### src/vca_pkg.sv
package vca_pkg;

  // ****************************************************************
  // Register map (byte offsets on the APB window)
  // ****************************************************************
  localparam logic [7:0] OFS_CTRL     = 8'h00; // Global enable
  localparam logic [7:0] OFS_IRQ_STAT = 8'h04; // Sticky events, W1C
  localparam logic [7:0] OFS_IRQ_MASK = 8'h08; // Event enables
  localparam logic [7:0] OFS_DROP_CNT = 8'h0c; // Discard counter, RO
  localparam logic [7:0] OFS_TBL_IDX  = 8'h10; // Table entry pointer
  localparam logic [7:0] OFS_TBL_VID  = 8'h14; // Staged tag pair
  localparam logic [7:0] OFS_TBL_CFG  = 8'h18; // Staged entry options
  localparam logic [7:0] OFS_TBL_SID0 = 8'h1c; // Staged string, low
  localparam logic [7:0] OFS_TBL_SID1 = 8'h20; // Staged string, mid
  localparam logic [7:0] OFS_TBL_SID2 = 8'h24; // Staged string, high
  localparam logic [7:0] OFS_PREFIX   = 8'h28; // Service id prefix
  localparam logic [7:0] OFS_TBL_CMD  = 8'h2c; // Bit 0 commits entry

  // ****************************************************************
  // Field positions and reset values
  // ****************************************************************
  localparam int CTRL_EN_BIT     = 0;
  localparam int CFG_VALID_BIT   = 0;
  localparam int CFG_DHCP_BIT    = 1;
  localparam int CFG_PPPOE_BIT   = 2;
  localparam int CFG_MODE_LSB    = 4;
  localparam int CFG_PORT_LSB    = 8;
  localparam int VID_INNER_LSB   = 0;
  localparam int VID_OUTER_LSB   = 16;
  localparam int IRQ_DROP_BIT    = 0;
  localparam int IRQ_RELAY_BIT   = 1;
  localparam int IRQ_REJECT_BIT  = 2;
  localparam logic [31:0] CTRL_RST = 32'h0000_0000;
  localparam logic [2:0]  MASK_RST = 3'h0;

  // ****************************************************************
  // Protocol constants
  // ****************************************************************
  localparam logic [7:0]  OPT82_CODE   = 8'h52;  // Relay option 82
  localparam logic [11:0] INNER_MAX    = 12'hfa0; // 4000 per circuit
  localparam logic [11:0] VID_RSVD_HI  = 12'hfff;
  localparam logic [7:0]  OPT_NEW_LEN  = 8'h13;  // Hdr 2 + sub 2 + 15
  localparam logic [7:0]  CIRC_ID_LEN  = 8'h00;  // Always left empty

  // ****************************************************************
  // Types
  // ****************************************************************
  typedef enum logic [1:0] {MODE_ACCESS, MODE_PASS, MODE_MANY} vca_mode_t;
  typedef enum logic [1:0] {KIND_OTHER, KIND_DHCP_DISC, KIND_PADI}
    vca_kind_t;

  // Parsed frame header entering the block
  typedef struct packed {
    logic        dir;        // 0 from user side, 1 from network side
    logic [3:0]  port;       // User port number
    logic        has_outer;  // Outer tag present
    logic [11:0] outer_vid;
    logic        has_inner;  // Inner tag present
    logic [11:0] inner_vid;
    vca_kind_t   kind;
    logic [7:0]  opt_len;    // Existing relay option bytes, 0 if none
    logic [15:0] pkt_len;
    logic [5:0]  dscp;
  } vca_hdr_in_t;

  // Edited frame header leaving the block
  typedef struct packed {
    logic         drop;
    logic         dir;
    logic [3:0]   port;
    logic         tag_outer;
    logic [11:0]  outer_vid;
    logic         tag_inner;
    logic [11:0]  inner_vid;
    vca_kind_t    kind;
    logic         relay;       // Relay option written
    logic [7:0]   opt_code;
    logic [7:0]   opt_len;
    logic [7:0]   circ_id_len;
    logic [119:0] remote_identifier;   // Prefix then circuit string
    logic [15:0]  pkt_len;
    logic         csum_fix;    // Checksum must be recomputed
    logic [5:0]   dscp;
  } vca_hdr_out_t;

endpackage : vca_pkg

### src/vca_top.sv
`timescale 1ns/10ps
module vca_top #(
  parameter int NCIRC = 16                 // Circuit table depth
) (
  input  wire logic                  clock_i,
  input  wire logic                  resetn_i,
  input  wire logic                  ce_i,
  input  wire logic                  psel_i,
  input  wire logic                  penable_i,
  input  wire logic                  pwrite_i,
  input  wire logic [7:0]            paddr_i,
  input  wire logic [31:0]           pwdata_i,
  output logic      [31:0]           prdata_o,
  output logic                       pready_o,
  output logic                       pslverr_o,
  input  wire logic                  hdr_valid_i,
  input  wire vca_pkg::vca_hdr_in_t  hdr_i,
  output logic                       hdr_valid_o,
  output vca_pkg::vca_hdr_out_t      hdr_o,
  output logic                       irq_o
);

  localparam int IW = $clog2(NCIRC);

  // ****************************************************************
  // Reset release
  // ****************************************************************
  logic rst_q1;                          // First stage, read only by q2
  logic rst_n;                           // Synchronised reset

  // Async assert, two-stage release
  always_ff @(posedge clock_i or negedge resetn_i) begin
    if (!resetn_i) begin
      rst_q1 <= 1'b0;
      rst_n  <= 1'b0;
    end else begin
      rst_q1 <= 1'b1;
      rst_n  <= rst_q1;
    end
  end

  // ****************************************************************
  // Helpers
  // ****************************************************************
  // Tag value usable as a circuit identifier
  function automatic logic vid_ok(input logic [11:0] vid);
    vid_ok = (vid != 12'h000) && (vid != vca_pkg::VID_RSVD_HI);
  endfunction : vid_ok

  // ****************************************************************
  // Register state
  // ****************************************************************
  logic              enable;             // Global forwarding enable
  logic [2:0]        irq_stat;           // Sticky events
  logic [2:0]        irq_mask;           // Event enables
  logic [31:0]       drop_cnt;           // Discard counter
  logic [IW-1:0]     tbl_idx;            // Entry pointer
  logic [31:0]       stg_vid;            // Staged tag pair
  logic [31:0]       stg_cfg;            // Staged options
  logic [95:0]       stg_sid;            // Staged circuit string
  logic [23:0]       prefix;             // Service id prefix

  // Circuit table, flip-flops addressed by index
  logic              t_valid [NCIRC];
  logic              t_dhcp  [NCIRC];
  logic              t_pppoe [NCIRC];
  vca_pkg::vca_mode_t t_mode [NCIRC];
  logic [3:0]        t_port  [NCIRC];
  logic [11:0]       t_outer [NCIRC];
  logic [11:0]       t_inner [NCIRC];
  logic [95:0]       t_sid   [NCIRC];

  // ****************************************************************
  // APB slave
  // ****************************************************************
  logic acc;                             // Access completes this edge
  logic wr;                              // Write completes this edge
  logic mapped;                          // Address decodes
  logic commit;                          // Table commit request
  logic stg_inner_ok;                    // Staged inner tag legal
  logic stg_dup;                         // Staged pair already used
  logic commit_ok;                       // Commit accepted
  logic commit_bad;                      // Commit refused

  assign acc = psel_i && penable_i && pready_o;
  assign wr  = acc && pwrite_i;

  // Decode of the mapped word offsets
  always_comb begin
    case (paddr_i)
      vca_pkg::OFS_CTRL, vca_pkg::OFS_IRQ_STAT, vca_pkg::OFS_IRQ_MASK,
      vca_pkg::OFS_DROP_CNT, vca_pkg::OFS_TBL_IDX, vca_pkg::OFS_TBL_VID,
      vca_pkg::OFS_TBL_CFG, vca_pkg::OFS_TBL_SID0, vca_pkg::OFS_TBL_SID1,
      vca_pkg::OFS_TBL_SID2, vca_pkg::OFS_PREFIX,
      vca_pkg::OFS_TBL_CMD: mapped = 1'b1;
      default:              mapped = 1'b0;
    endcase
  end

  // One wait state: ready and data rise one cycle into access
  always_ff @(posedge clock_i or negedge rst_n) begin
    if (!rst_n) begin
      pready_o  <= 1'b0;
      pslverr_o <= 1'b0;
      prdata_o  <= 32'h0000_0000;
    end else if (ce_i) begin
      pready_o  <= psel_i && penable_i && !pready_o;
      pslverr_o <= psel_i && penable_i && !pready_o && !mapped;
      if (psel_i && penable_i && !pready_o && !pwrite_i) begin
        case (paddr_i)
          vca_pkg::OFS_CTRL:     prdata_o <= {31'h0, enable};
          vca_pkg::OFS_IRQ_STAT: prdata_o <= {29'h0, irq_stat};
          vca_pkg::OFS_IRQ_MASK: prdata_o <= {29'h0, irq_mask};
          vca_pkg::OFS_DROP_CNT: prdata_o <= drop_cnt;
          vca_pkg::OFS_TBL_IDX:  prdata_o <= 32'(tbl_idx);
          vca_pkg::OFS_TBL_VID:  prdata_o <= stg_vid;
          vca_pkg::OFS_TBL_CFG:  prdata_o <= stg_cfg;
          vca_pkg::OFS_TBL_SID0: prdata_o <= stg_sid[31:0];
          vca_pkg::OFS_TBL_SID1: prdata_o <= stg_sid[63:32];
          vca_pkg::OFS_TBL_SID2: prdata_o <= stg_sid[95:64];
          vca_pkg::OFS_PREFIX:   prdata_o <= {8'h00, prefix};
          default:               prdata_o <= 32'h0000_0000;
        endcase
      end
    end
  end

  // Control and staging registers
  always_ff @(posedge clock_i or negedge rst_n) begin
    if (!rst_n) begin
      enable   <= vca_pkg::CTRL_RST[vca_pkg::CTRL_EN_BIT];
      irq_mask <= vca_pkg::MASK_RST;
      tbl_idx  <= '0;
      stg_vid  <= 32'h0000_0000;
      stg_cfg  <= 32'h0000_0000;
      stg_sid  <= '0;
      prefix   <= 24'h000000;
    end else if (ce_i && wr) begin
      case (paddr_i)
        vca_pkg::OFS_CTRL:     enable   <= pwdata_i[vca_pkg::CTRL_EN_BIT];
        vca_pkg::OFS_IRQ_MASK: irq_mask <= pwdata_i[2:0];
        vca_pkg::OFS_TBL_IDX:  tbl_idx  <= pwdata_i[IW-1:0];
        vca_pkg::OFS_TBL_VID:  stg_vid  <= pwdata_i;
        vca_pkg::OFS_TBL_CFG:  stg_cfg  <= pwdata_i;
        vca_pkg::OFS_TBL_SID0: stg_sid[31:0]  <= pwdata_i;
        vca_pkg::OFS_TBL_SID1: stg_sid[63:32] <= pwdata_i;
        vca_pkg::OFS_TBL_SID2: stg_sid[95:64] <= pwdata_i;
        vca_pkg::OFS_PREFIX:   prefix   <= pwdata_i[23:0];
        default: ;
      endcase
    end
  end

  // ****************************************************************
  // Table commit checks
  // ****************************************************************
  logic [11:0] s_outer;                  // Staged outer tag
  logic [11:0] s_inner;                  // Staged inner tag
  vca_pkg::vca_mode_t s_mode;            // Staged mode

  assign s_outer = stg_vid[vca_pkg::VID_OUTER_LSB +: 12];
  assign s_inner = stg_vid[vca_pkg::VID_INNER_LSB +: 12];
  assign s_mode  = vca_pkg::vca_mode_t'(stg_cfg[vca_pkg::CFG_MODE_LSB +: 2]);
  assign commit  = wr && (paddr_i == vca_pkg::OFS_TBL_CMD) && pwdata_i[0];
  // Inner tag in 1..4000 for access circuits only
  assign stg_inner_ok = (s_mode != vca_pkg::MODE_ACCESS) ||
    (vid_ok(s_inner) && (s_inner <= vca_pkg::INNER_MAX));

  // Another live entry with the same tag pair would merge circuits
  always_comb begin
    stg_dup = 1'b0;
    for (int i = 0; i < NCIRC; i++) begin
      if (t_valid[i] && (i != int'(tbl_idx)) && t_outer[i] == s_outer &&
          (t_mode[i] != vca_pkg::MODE_ACCESS ||
           s_mode != vca_pkg::MODE_ACCESS || t_inner[i] == s_inner))
        stg_dup = 1'b1;
    end
  end

  // A disabled entry skips all checks so it can always be retired
  assign commit_bad = commit && stg_cfg[vca_pkg::CFG_VALID_BIT] &&
    (!stg_inner_ok || stg_dup || !vid_ok(s_outer));
  assign commit_ok  = commit && !commit_bad;

  // Table write, relay options off until set
  always_ff @(posedge clock_i or negedge rst_n) begin
    if (!rst_n) begin
      for (int i = 0; i < NCIRC; i++) begin
        t_valid[i] <= 1'b0;
        t_dhcp[i]  <= 1'b0;
        t_pppoe[i] <= 1'b0;
        t_mode[i]  <= vca_pkg::MODE_ACCESS;
        t_port[i]  <= 4'h0;
        t_outer[i] <= 12'h000;
        t_inner[i] <= 12'h000;
        t_sid[i]   <= '0;
      end
    end else if (ce_i && commit_ok) begin
      t_valid[tbl_idx] <= stg_cfg[vca_pkg::CFG_VALID_BIT];
      t_dhcp[tbl_idx]  <= stg_cfg[vca_pkg::CFG_DHCP_BIT];
      t_pppoe[tbl_idx] <= stg_cfg[vca_pkg::CFG_PPPOE_BIT];
      t_mode[tbl_idx]  <= s_mode;
      t_port[tbl_idx]  <= stg_cfg[vca_pkg::CFG_PORT_LSB +: 4];
      t_outer[tbl_idx] <= s_outer;
      t_inner[tbl_idx] <= s_inner;
      t_sid[tbl_idx]   <= stg_sid;
    end
  end

  // ****************************************************************
  // Classification
  // ****************************************************************
  logic          hit;                    // Frame belongs to a circuit
  logic [IW-1:0] hidx;                   // Matching entry
  logic          drop_c;                 // Frame discarded
  logic          relay_c;                // Relay option to be written
  logic          match;                  // Per-entry scratch

  // First matching live entry wins
  always_comb begin
    hit   = 1'b0;
    hidx  = '0;
    match = 1'b0;
    for (int i = 0; i < NCIRC; i++) begin
      if (!hdr_i.dir) begin
        // Passthrough and many-to-one entries own the whole port
        match = t_port[i] == hdr_i.port &&
          (t_mode[i] != vca_pkg::MODE_ACCESS ||
           (hdr_i.has_inner && hdr_i.inner_vid == t_inner[i]));
      end else begin
        // Outer tag must be present, legal and agreed
        match = hdr_i.has_outer && vid_ok(hdr_i.outer_vid) &&
          hdr_i.outer_vid == t_outer[i] &&
          (t_mode[i] != vca_pkg::MODE_ACCESS ||
           (hdr_i.has_inner && hdr_i.inner_vid == t_inner[i]));
      end
      if (!hit && t_valid[i] && match) begin
        hit  = 1'b1;
        hidx = IW'(i);
      end
    end
  end

  assign drop_c  = !hit || !enable;
  // Relay only on upstream access circuits, per protocol
  assign relay_c = !drop_c && !hdr_i.dir &&
    t_mode[hidx] == vca_pkg::MODE_ACCESS &&
    ((hdr_i.kind == vca_pkg::KIND_DHCP_DISC && t_dhcp[hidx]) ||
     (hdr_i.kind == vca_pkg::KIND_PADI && t_pppoe[hidx]));

  // ****************************************************************
  // Header edit
  // ****************************************************************
  vca_pkg::vca_hdr_out_t next_hdr;       // Edited header

  always_comb begin
    next_hdr             = '0;
    next_hdr.drop        = drop_c;
    next_hdr.dir         = hdr_i.dir;
    next_hdr.port        = hdr_i.port;
    next_hdr.tag_outer   = hdr_i.has_outer;
    next_hdr.outer_vid   = hdr_i.outer_vid;
    next_hdr.tag_inner   = hdr_i.has_inner;
    next_hdr.inner_vid   = hdr_i.inner_vid;
    next_hdr.kind        = hdr_i.kind;
    next_hdr.opt_len     = hdr_i.opt_len;
    next_hdr.pkt_len     = hdr_i.pkt_len;
    next_hdr.dscp        = hdr_i.dscp;
    if (!drop_c && !hdr_i.dir) begin
      // Upstream gets the circuit's outer tag
      next_hdr.tag_outer = 1'b1;
      next_hdr.outer_vid = t_outer[hidx];
      next_hdr.tag_inner = t_mode[hidx] == vca_pkg::MODE_ACCESS;
      next_hdr.inner_vid = t_inner[hidx];
    end
    if (!drop_c && hdr_i.dir && t_mode[hidx] == vca_pkg::MODE_PASS)
      next_hdr.tag_outer = 1'b0;
    if (relay_c) begin
      // Customer option replaced whole: circuit empty, remote ours
      next_hdr.relay       = 1'b1;
      next_hdr.opt_code    = vca_pkg::OPT82_CODE;
      next_hdr.circ_id_len = vca_pkg::CIRC_ID_LEN;
      next_hdr.remote_identifier   = {prefix, t_sid[hidx]};
      next_hdr.opt_len     = vca_pkg::OPT_NEW_LEN;
      next_hdr.pkt_len     = hdr_i.pkt_len - 16'(hdr_i.opt_len) +
                             16'(vca_pkg::OPT_NEW_LEN);
      next_hdr.csum_fix    = 1'b1;
    end
  end

  // Registered header output
  always_ff @(posedge clock_i or negedge rst_n) begin
    if (!rst_n) begin
      hdr_valid_o <= 1'b0;
      hdr_o       <= '0;
    end else if (ce_i) begin
      hdr_valid_o <= hdr_valid_i;
      if (hdr_valid_i)
        hdr_o <= next_hdr;
    end
  end

  // ****************************************************************
  // Counters and interrupts
  // ****************************************************************
  logic [2:0] ev;                        // Events this cycle
  logic [2:0] clr;                       // Write-one-to-clear bits

  assign ev  = {commit_bad, hdr_valid_i && relay_c, hdr_valid_i && drop_c};
  assign clr = (wr && paddr_i == vca_pkg::OFS_IRQ_STAT) ? pwdata_i[2:0]
                                                       : 3'h0;

  // Every discard counts, wraps silently at the top
  always_ff @(posedge clock_i or negedge rst_n) begin
    if (!rst_n)
      drop_cnt <= 32'h0000_0000;
    else if (ce_i && hdr_valid_i && drop_c)
      drop_cnt <= drop_cnt + 32'h0000_0001;
  end

  // Set beats clear so no event is lost
  always_ff @(posedge clock_i or negedge rst_n) begin
    if (!rst_n) begin
      irq_stat <= 3'h0;
      irq_o    <= 1'b0;
    end else if (ce_i) begin
      irq_stat <= (irq_stat & ~clr) | ev;
      irq_o    <= |(((irq_stat & ~clr) | ev) & irq_mask);
    end
  end

  // ****************************************************************
  // Assertions
  // ****************************************************************
  logic go;                              // Frame accepted this edge
  assign go = ce_i && hdr_valid_i;

  property p_drop_cnt;
    @(posedge clock_i) disable iff (!rst_n)
    go && drop_c |=> drop_cnt == $past(drop_cnt) + 32'h0000_0001;
  endproperty
  a_drop_cnt: assert property (p_drop_cnt)
    else $error("drop counter missed a discard");

  property p_dhcp_relay;
    @(posedge clock_i) disable iff (!rst_n)
    go && !drop_c && !hdr_i.dir && hdr_i.kind == vca_pkg::KIND_DHCP_DISC &&
    t_mode[hidx] == vca_pkg::MODE_ACCESS && t_dhcp[hidx]
    |=> hdr_valid_o && hdr_o.relay && hdr_o.opt_code == vca_pkg::OPT82_CODE;
  endproperty
  a_dhcp_relay: assert property (p_dhcp_relay)
    else $error("DHCP discover left without relay option");

  property p_relay_off;
    @(posedge clock_i) disable iff (!rst_n)
    go && hdr_i.kind == vca_pkg::KIND_DHCP_DISC && !t_dhcp[hidx]
    |=> !hdr_o.relay;
  endproperty
  a_relay_off: assert property (p_relay_off)
    else $error("relay option written while disabled");

  property p_circ_empty;
    @(posedge clock_i) disable iff (!rst_n)
    hdr_valid_o && hdr_o.relay |-> hdr_o.circ_id_len == 8'h00 &&
      hdr_o.opt_len == vca_pkg::OPT_NEW_LEN && hdr_o.csum_fix;
  endproperty
  a_circ_empty: assert property (p_circ_empty)
    else $error("relay option layout wrong");

  property p_remote_identifier;
    @(posedge clock_i) disable iff (!rst_n)
    go && relay_c |=> hdr_o.remote_identifier == {$past(prefix), $past(t_sid[hidx])};
  endproperty
  a_remote_identifier: assert property (p_remote_identifier)
    else $error("remote identifier not the service id");

  property p_padi;
    @(posedge clock_i) disable iff (!rst_n)
    go && !drop_c && hdr_i.kind == vca_pkg::KIND_PADI && t_pppoe[hidx] &&
    !hdr_i.dir && t_mode[hidx] == vca_pkg::MODE_ACCESS |=> hdr_o.relay;
  endproperty
  a_padi: assert property (p_padi)
    else $error("PADI left without identifiers");

  property p_strip;
    @(posedge clock_i) disable iff (!rst_n)
    go && !drop_c && hdr_i.dir && t_mode[hidx] == vca_pkg::MODE_PASS
    |=> !hdr_o.tag_outer && !hdr_o.drop;
  endproperty
  a_strip: assert property (p_strip)
    else $error("outer tag kept toward passthrough port");

  property p_untagged;
    @(posedge clock_i) disable iff (!rst_n)
    go && hdr_i.dir && !hdr_i.has_outer |=> hdr_o.drop;
  endproperty
  a_untagged: assert property (p_untagged)
    else $error("untagged network frame forwarded");

  property p_dscp;
    @(posedge clock_i) disable iff (!rst_n)
    go |=> hdr_valid_o && hdr_o.dscp == $past(hdr_i.dscp);
  endproperty
  a_dscp: assert property (p_dscp)
    else $error("DSCP changed");

  property p_inner_range;
    @(posedge clock_i) disable iff (!rst_n)
    ce_i && commit && stg_cfg[0] && s_mode == vca_pkg::MODE_ACCESS &&
    s_inner > vca_pkg::INNER_MAX |=> irq_stat[vca_pkg::IRQ_REJECT_BIT];
  endproperty
  a_inner_range: assert property (p_inner_range)
    else $error("inner tag above 4000 accepted");

  c_relay: cover property (@(posedge clock_i) disable iff (!rst_n)
    hdr_valid_o && hdr_o.relay);
  c_drop:  cover property (@(posedge clock_i) disable iff (!rst_n)
    go && drop_c && hdr_i.dir);
  c_pass:  cover property (@(posedge clock_i) disable iff (!rst_n)
    go && !drop_c && t_mode[hidx] == vca_pkg::MODE_PASS);

endmodule : vca_top

### config.mk
export PLATFORM = sky130hd
export DESIGN_NAME = vca_top
export DESIGN_NICKNAME = d
export VERILOG_FILES = /design/src/vca_pkg.sv /design/src/vca_top.sv
export SDC_FILE = /design/constraint.sdc
export NUM_CORES = 2
export LEC_CHECK = 0
export ABC_AREA = 0
export BUFFER_PORTS_ARGS = -buffer_cell sky130_fd_sc_hd__buf_2
export CAP_MARGIN = 20
export CORE_ASPECT_RATIO = 1.75
export CORE_MARGIN = 3
export CORE_UTILIZATION = 55
export DETAILED_ROUTE_END_ITERATION = 7
export HOLD_SLACK_MARGIN = 0.1
export PLACE_DENSITY = 0.69
export SLEW_MARGIN = 15
export SYNTH_ARGS = -nofsm -noshare
export SYNTH_HDL_FRONTEND = slang
export SYNTH_SLANG_ARGS = --single-unit
### constraint.sdc
create_clock -name clock_i -period 91.5 [get_ports clock_i]
set_input_delay 4.575 -clock clock_i [delete_from_list [all_inputs] [get_ports clock_i]]
set_output_delay 4.575 -clock clock_i [all_outputs]
set_load 0.02 [all_outputs]
Word-level counts from Yosys, hierarchy flattened

Index checks and enable logic that the tools add are counted.

Register bits: 2531
Word-level logic and storage cells: 680

Add/sub/neg operators: 3
Magnitude comparators: 4
Eq/ne operators: 112
Muxes and demuxes: 105
Bitwise logic cells: 6
Reductions and logical operators: 288

Operators by type and width:

| operator                                      | count |
|---|---|
| bitwise mux 1536 bit                          | 1 |
| == test 12 bit                                | 64 |
| binary-select mux 96 bit (select 4 bit)       | 1 |
| bitwise mux 192 bit                           | 2 |
| demux 96 bit (select 4 bit)                   | 1 |
| case mux 32 bit (11 select lines)             | 1 |
| 2-to-1 mux 96 bit                             | 3 |
| logical AND 1 bit                             | 174 |
| 2-to-1 mux 162 bit                            | 1 |
| binary-select mux 12 bit (select 4 bit)       | 2 |
| bitwise mux 64 bit                            | 1 |
| == test 4 bit                                 | 16 |
| 2-to-1 mux 12 bit                             | 5 |
| 2-to-1 mux 4 bit                              | 15 |
| 2-to-1 mux 1 bit                              | 56 |
| logical OR 1 bit                              | 53 |
| bitwise mux 16 bit                            | 3 |
| demux 12 bit (select 4 bit)                   | 1 |
| inequality test 12 bit, second input constant | 3 |
| nonzero test 12 bit                           | 3 |
| nonzero test 2 bit                            | 17 |
| adder 32 x 1 -> 32 bit, second input constant | 1 |
| bitwise mux 32 bit                            | 1 |
| == test 8 x 5 -> 1 bit, second input constant | 4 |
| 33 further kinds                              | 89 |

Logic depth before layout (Yosys ltp)

Depth in word-level cells: 79
Mapped depth: 22
Gate-level depth less buffers: 18

Worst setup path after synthesis

No wires, ideal clock.

Path type: input port to flip-flop
Start point: input hdr_i[56] (netlist bit)
End point: register hdr_o[154] (netlist bit)
Arrival: 8511 ps
Required time: 91379 ps
Setup slack: 82868 ps
Stages: 18
Path buffers: 4
Cell sequence: buf_2 nand4_1 or3_1 and3_1 buf_6 a41oi_2 o2bb2ai_1 nor4b_1 nand4_2 nand2_4 mux2_4 a2111oi_2 nand3_2 a2111oi_4 nand2_2 buf_2 buf_6 a22o_1

Cells in the longest elaborated chain, start to end: 76

RTL lines:

| item                                                                               | line                                           | source |
|---|---|---|
| start: declaration                                                                 | vca_top.sv:17                                  | `input wire vca_pkg::vca_hdr_in_t hdr_i,` |
| inequality test 12 bit / nonzero test 12 bit (equally long branches)               | vca_top.sv:47                                  | `vid_ok = (vid != 12'h000) && (vid != vca_pkg::VID_RSVD_HI);` |
| logical AND 1 bit                                                                  | vca_top.sv:47                                  |  |
| logical AND 1 bit (2 in series)                                                    | vca_top.sv:232                                 | `match = hdr_i.has_outer && vid_ok(hdr_i.outer_vid) &&` |
| logical AND 1 bit                                                                  | vca_top.sv:233                                 | `hdr_i.outer_vid == t_outer[i] &&` |
| 2-to-1 mux 1 bit                                                                   | vca_top.sv:225                                 | `if (!hdr_i.dir) begin` |
| logical AND 1 bit                                                                  | vca_top.sv:237                                 | `if (!hit && t_valid[i] && match) begin` |
| 2-to-1 mux 1 bit                                                                   | vca_top.sv:237                                 |  |
| logical NOT 1 bit                                                                  | vca_top.sv:237                                 |  |
| [58 not listed]                                                                    | --                                             |  |
| 2-to-1 mux 4 bit                                                                   | vca_top.sv:237                                 |  |
| inverter 4 -> 5 bit (implied by the code)                                          | vca_top.sv:247, vca_top.sv:248, vca_top.sv:249 |  |
| binary-select mux 2 bit (select 4 bit), or another cell as far along               | vca_top.sv:247                                 | `t_mode[hidx] == vca_pkg::MODE_ACCESS &&` |
| 2-to-1 mux 2 bit (implied by the code), or another cell as far along (2 in series) | vca_top.sv:247                                 |  |
| logical NOT 2 bit, or another cell as far along                                    | vca_top.sv:247                                 |  |
| logical AND 1 bit / logical OR 1 bit (equally long branches)                       | vca_top.sv:246, vca_top.sv:248                 |  |
| logical AND 1 bit (*)                                                              | vca_top.sv:247                                 |  |
| 2-to-1 mux 162 bit (*)                                                             | vca_top.sv:278                                 | `if (relay_c) begin` |
| end signal: assignment                                                             | vca_top.sv:299                                 | `hdr_o <= next_hdr;` |
| end: declaration                                                                   | vca_top.sv:19                                  | `output vca_pkg::vca_hdr_out_t hdr_o,` |

Mark *: on every way between the ends. The rest lies on a longest branch, timed or not. The select of a mux whose other input is x is not followed.
A chain may end at the register's enable or synchronous reset.

Final worst setup path

Start point: input hdr_i[42] (netlist bit)
End point: register hdr_o[59] (netlist bit)

Cells in the longest elaborated chain, start to end: 75

RTL lines:

| item                                                                               | line |
|---|---|
| == test 12 bit                                                                     | vca_top.sv:229, vca_top.sv:235 |
| logical AND 1 bit                                                                  | vca_top.sv:229, vca_top.sv:235 |
| logical OR 1 bit                                                                   | vca_top.sv:228, vca_top.sv:234 |
| logical AND 1 bit (on tied branches)                                               | vca_top.sv:227, vca_top.sv:233 |
| 2-to-1 mux 1 bit                                                                   | vca_top.sv:225 |
| logical AND 1 bit                                                                  | vca_top.sv:237 |
| 2-to-1 mux 1 bit                                                                   | vca_top.sv:237 |
| logical NOT 1 bit                                                                  | vca_top.sv:237 |
| [58 not listed]                                                                    | -- |
| 2-to-1 mux 4 bit                                                                   | vca_top.sv:237 |
| inverter 4 -> 5 bit (implied by the code)                                          | -- |
| binary-select mux 2 bit (select 4 bit), or another cell as far along               | vca_top.sv:247 |
| 2-to-1 mux 2 bit (implied by the code), or another cell as far along (2 in series) | vca_top.sv:247 |
| logical NOT 2 bit, or another cell as far along                                    | vca_top.sv:247 |
| logical AND 1 bit / logical OR 1 bit (equally long branches)                       | vca_top.sv:246, vca_top.sv:248 |
| logical AND 1 bit                                                                  | vca_top.sv:247 |
| 2-to-1 mux 162 bit (*)                                                             | vca_top.sv:278 |

Marked as above.

==> impl_metrics.csv <==
group,metric,value,unit
run_status,status,"completed",
setup_path,worstPathRequired,92.21,ns
logic_synthesis,synth_compound_area_share,5.249,%
setup_path,r2r_cells,19,
grt,first_global_vias,89341,
logic_synthesis,synthesis.area,126100,um^2
drt,drt_wl_total,430900,um
placement,gp_congestion,1.041,
logic_synthesis,seq_area_frac_synth,49.89,%
logic_synthesis,synth-edff-count,0,
setup_path,path_buf_inv,7,
clock_tree,cts_buffer_depth,4,
setup_path,crit_path_end_kind,"register",
die,die_height,639.4,um
layout,drive_gt1_share,33.18,%
logic_synthesis,synth_cells,10468,
sta,clock_skew,0.07231,ns
grt,grt_max_degree,172,
die,die_x,368.0,um
sta,slew_violations,0,
setup_path,cp_common_cell,"buf_4",
logic_synthesis,synth_mux_area_share,28.56,%
grt,grt_first_pass_wirelength,625900,um
placement,placed_cell_area,129600,um^2
sta,fin_crit,12.81,ns
die,pin_count,348,
sta,fin_crit_sh,14.00,%
logic_synthesis,yosys.area_share.simple,6.651,%
drt,post_drt_wl_per_cell,31.75,um
sta,relSlewSlack,14.84,%
logic_synthesis,synthAdderAreaFrac,0.2441,%
setup_path,cp.depth,20,
grt,antenna_found_initial,27,
drt,ant_nets,0,
power,vdd.ir_drop.worst,18.25,uV
sta,hold_ws,0.3522,ns
power,power_density,16.28,nW/um^2
die,core-area,227200,um^2
clock_tree,cts_resized,0,
sta,worstMarginPinSlew,1.266,ns
clock_tree,clk_latency,0.92,ns
layout,design_area,137700,um^2
drt,route.detailed.drc,0,
setup_path,cp.arrival,13.51,ns
logic_synthesis,yosys_warnings,0,
placement,place_inst,13128,
layout,fillCellCount,18339,
flow_run,drv_cap,0,
drt,vias_per_cell,6.427,
logic_synthesis,yosys_register_bits,2514,
drt,dr.pass1.iters,8,
clock_tree,postCtsSetupBuffers,0,
hold_path,hold_path_class,"register to register",
layout,area_growth,9.183,%
power,p_leak,63.20,nW
layout,fin_cells,13574,
hold_path,min_path_cells,0,
sta,finalSetupViolCount,0,
clock_tree,hold_buffers,0,
die,initial_core_util,55.51,%
logic_synthesis,synth.distinct_cells,86,
grt,track_usage,36.07,%
logic_synthesis,synth-xor-area-share,6.049,%
sta,hold_violations,0,
logic_synthesis,async_flop_share,100.0,%
clock_tree,cts_tree,"built",
setup_path,path_cells,"buf_2 -> xnor2_1 -> nand3_1 -> nor4_1 -> buf_4 -> o311ai_0 -> o22a_1 -> a211oi_1 -> a21oi_4 -> nand2_8 -> buf_4 -> buf_4 -> buf_12 -> buf_4 -> buf_4 -> mux2_2 -> o21ai_0 -> o21ai_0 -> a21oi_1 -> o31ai_2",
grt,grt_overflow_total,0,
clock_tree,cts-root-buf,"clkbuf_16",
sta,fin_ws,78.69,ns
sta,fin_setup_tns,0,ns
logic_synthesis,avgSynthCellArea,12.05,um^2
clock_tree,clock_sinks,2514,
sta,max_freq,78.09,MHz
setup_path,slowest_stage,"nor4_1",
setup_path,critical_path_class,"primary input to register",
clock_tree,cts.reportedPaths.clkPinSlew,0.06,ns
logic_synthesis,synth_top_family_by_area,"multiplexers",
setup_path,max_stage_delay,1.07,ns
drt,drtIter0Drc,7862,
layout,num-nets-final,10476,
placement,dp_hpwl,274800,um
drt,vias,87245,
setup_path,start_kind,"primary input",
logic_synthesis,ys.flop_type,"dfrtp_1",
clock_tree,numCtsBuffers,234,
sta,rsz0062_at_grt,"false",
die,die_area,235300,um^2
setup_path,crit_fanout,112,
setup_path,crit_family,"buffers and inverters",
placement,pre_cts_ws,78.15,ns
clock_tree,cts.htree.levels,4,
placement,port_buffers,334,
die,rows,231,
==> worst register-to-register path: stages, from the launching register on <==
cell and delay [ns]:
dfrtp_1 0.46, xnor2_1 0.23, nand3_1 0.11, nor4_1 1.07, buf_4 0.30, o311ai_0 0.20, o22a_1 0.34, a211oi_1 0.46
a21oi_4 0.13, nand2_8 0.56, buf_4 0.69, buf_4 0.68, buf_12 0.67, buf_4 1.13, buf_4 0.79, mux2_2 0.46
o21ai_0 0.14, o21ai_0 0.12, a21oi_1 0.22, o31ai_2 0.07
==> synth_stat cells, types with 9 or more instances <==
cell type / n / share of area (%)
nand2_1: 1003 / 3.0
o21ai_1: 10 / 0.040
a31oi_1: 80 / 0.40
o21ai_0: 248 / 0.98
a222oi_1: 21 / 0.17
xor2_1: 247 / 1.7
a21oi_1: 221 / 0.88
inv_1: 44 / 0.13
a22o_1: 39 / 0.27
dfrtp_1: 2514 / 50
nor2_1: 162 / 0.48
mux4_2: 24 / 0.43
nand4_1: 145 / 0.72
xnor2_1: 624 / 4.3
buf_6: 17 / 0.15
o31ai_2: 87 / 0.86
buf_4: 57 / 0.34
a211oi_1: 27 / 0.16
a211o_1: 24 / 0.17
a311oi_1: 25 / 0.17
buf_1: 100 / 0.30
clkbuf_1: 536 / 1.6
a22oi_1: 21 / 0.13
o41ai_1: 9 / 0.063
o22ai_1: 9 / 0.045
o31ai_1: 17 / 0.10
nand2b_1: 9 / 0.045
buf_2: 202 / 0.80
mux2i_1: 861 / 6.8
nor4_1: 104 / 0.52
nand3_1: 362 / 1.4
a221oi_1: 35 / 0.24
ha_1: 23 / 0.23
mux2_2: 2384 / 21
nor3_1: 39 / 0.15
==> power breakdown <==
group,leakage (nW),internal (mW),switching (mW)
clock,3.90,0.578,0.440
sequential,34.9,1.12,0.00860
combinational,24.4,0.0235,0.0720
total,63.2,1.72,0.520
==> metal layers <==
| metal | up-vias | share of wire [%] | track usage, % |
|---|---|---|---|
| met4 | 14 | 6.8 | 20.61 |
| met3 | 1048 | 6.5 | 6.108 |
| met1 | 46170 | 38 | 44.64 |
| met2 | 3347 | 48 | 59.84 |
| li1 | 36666 | - | - |
| met5 | - | 0.019 | 0 |
==> registers in the layout, summed over array words and instances (netlist names), 4 cells and up <==
name,flops
t_sid,1536
t_inner,192
t_outer,192
hdr_o,185
stg_sid,96
t_port,64
drop_cnt,32
prdata_o,32
stg_cfg,32
stg_vid,32
t_mode,32
prefix,24
t_dhcp,16
t_pppoe,16
t_valid,16
tbl_idx,4
==> per-stage QoR <==
stage	utilization [%]	power [mW]
floorplan	-	1.209
detailed placement	57.04	1.244
global route	60.59	2.305
CTS	60.51	2.255
finish	60.61	2.241
global placement	57.02	1.242
==> placed cells by master (no fill, tap or decap), types with 17 or more instances in the layout <==
cell type | netlist | layout
dfrtp_1 | 2514 | 2513
mux2_2 | 2384 | 2384
nand2_1 | 1003 | 999
mux2i_1 | 861 | 861
xnor2_1 | 624 | 624
nand3_1 | 362 | 361
buf_2 | 202 | 335
o21ai_0 | 248 | 248
xor2_1 | 247 | 247
clkbuf_16 | 0 | 239
a21oi_1 | 221 | 221
buf_4 | 57 | 190
nand4_1 | 145 | 145
nor2_1 | 162 | 139
nor4_1 | 104 | 94
o31ai_2 | 87 | 87
a31oi_1 | 80 | 80
clkbuf_8 | 0 | 54
clkinv_2 | 0 | 49
clkbuf_1 | 536 | 47
inv_1 | 44 | 44
nor3_1 | 39 | 39
a22o_1 | 39 | 39
a221oi_1 | 35 | 35
a211oi_1 | 27 | 27
mux4_2 | 24 | 24
a211o_1 | 24 | 24
ha_1 | 23 | 23
a311oi_1 | 25 | 22
a222oi_1 | 21 | 21
nor2_4 | 0 | 21
a22oi_1 | 21 | 21
bufinv_16 | 0 | 20
diode_2 | 0 | 18
o31ai_1 | 17 | 17
==> final timing paths <==
| check | start | to | slack, ns |
|---|---|---|---|
| setup / recovery | hdr_i[42] | hdr_o[59] | 78.69 |
| min in group asynchronous | rst_n | t_sid[733] | 0.43 |
| hold reg to reg | rst_q1 | rst_n | 0.35 |
| max in group asynchronous | rst_n | t_sid[497] | 83.84 |
| setup reg to reg | t_inner[166] | hdr_o[59] | 82.50 |
| hold / removal | rst_q1 | rst_n | 0.35 |
==> final cells by class <==
type	count	area (um^2)	area share (%)
Tap cell	3029	3790	2.753
Timing Repair Buffer	543	3500	2.542
Inverter	45	168.9	0.1227
Clock buffer	340	6900	5.012
Clock inverter	81	984.7	0.7152
Multi-Input combinational cell	7004	59380	43.13
Antenna cell	18	45.04	0.03271
Sequential cell	2514	62910	45.69
==> logic make-up after synthesis <==
| kind of cell | count (synthesis) |
|---|---|
| AOI/OAI and AO/OA | 949 |
| xor gates and xnor gates | 871 |
| adders and majority gates | 24 |
| buffers and inverters | 962 |
| DFF | 2514 |
| muxes | 3270 |
| other | 2 |
| and+or+nand+nor | 1876 |
Power figures use the tool's default switching activity.
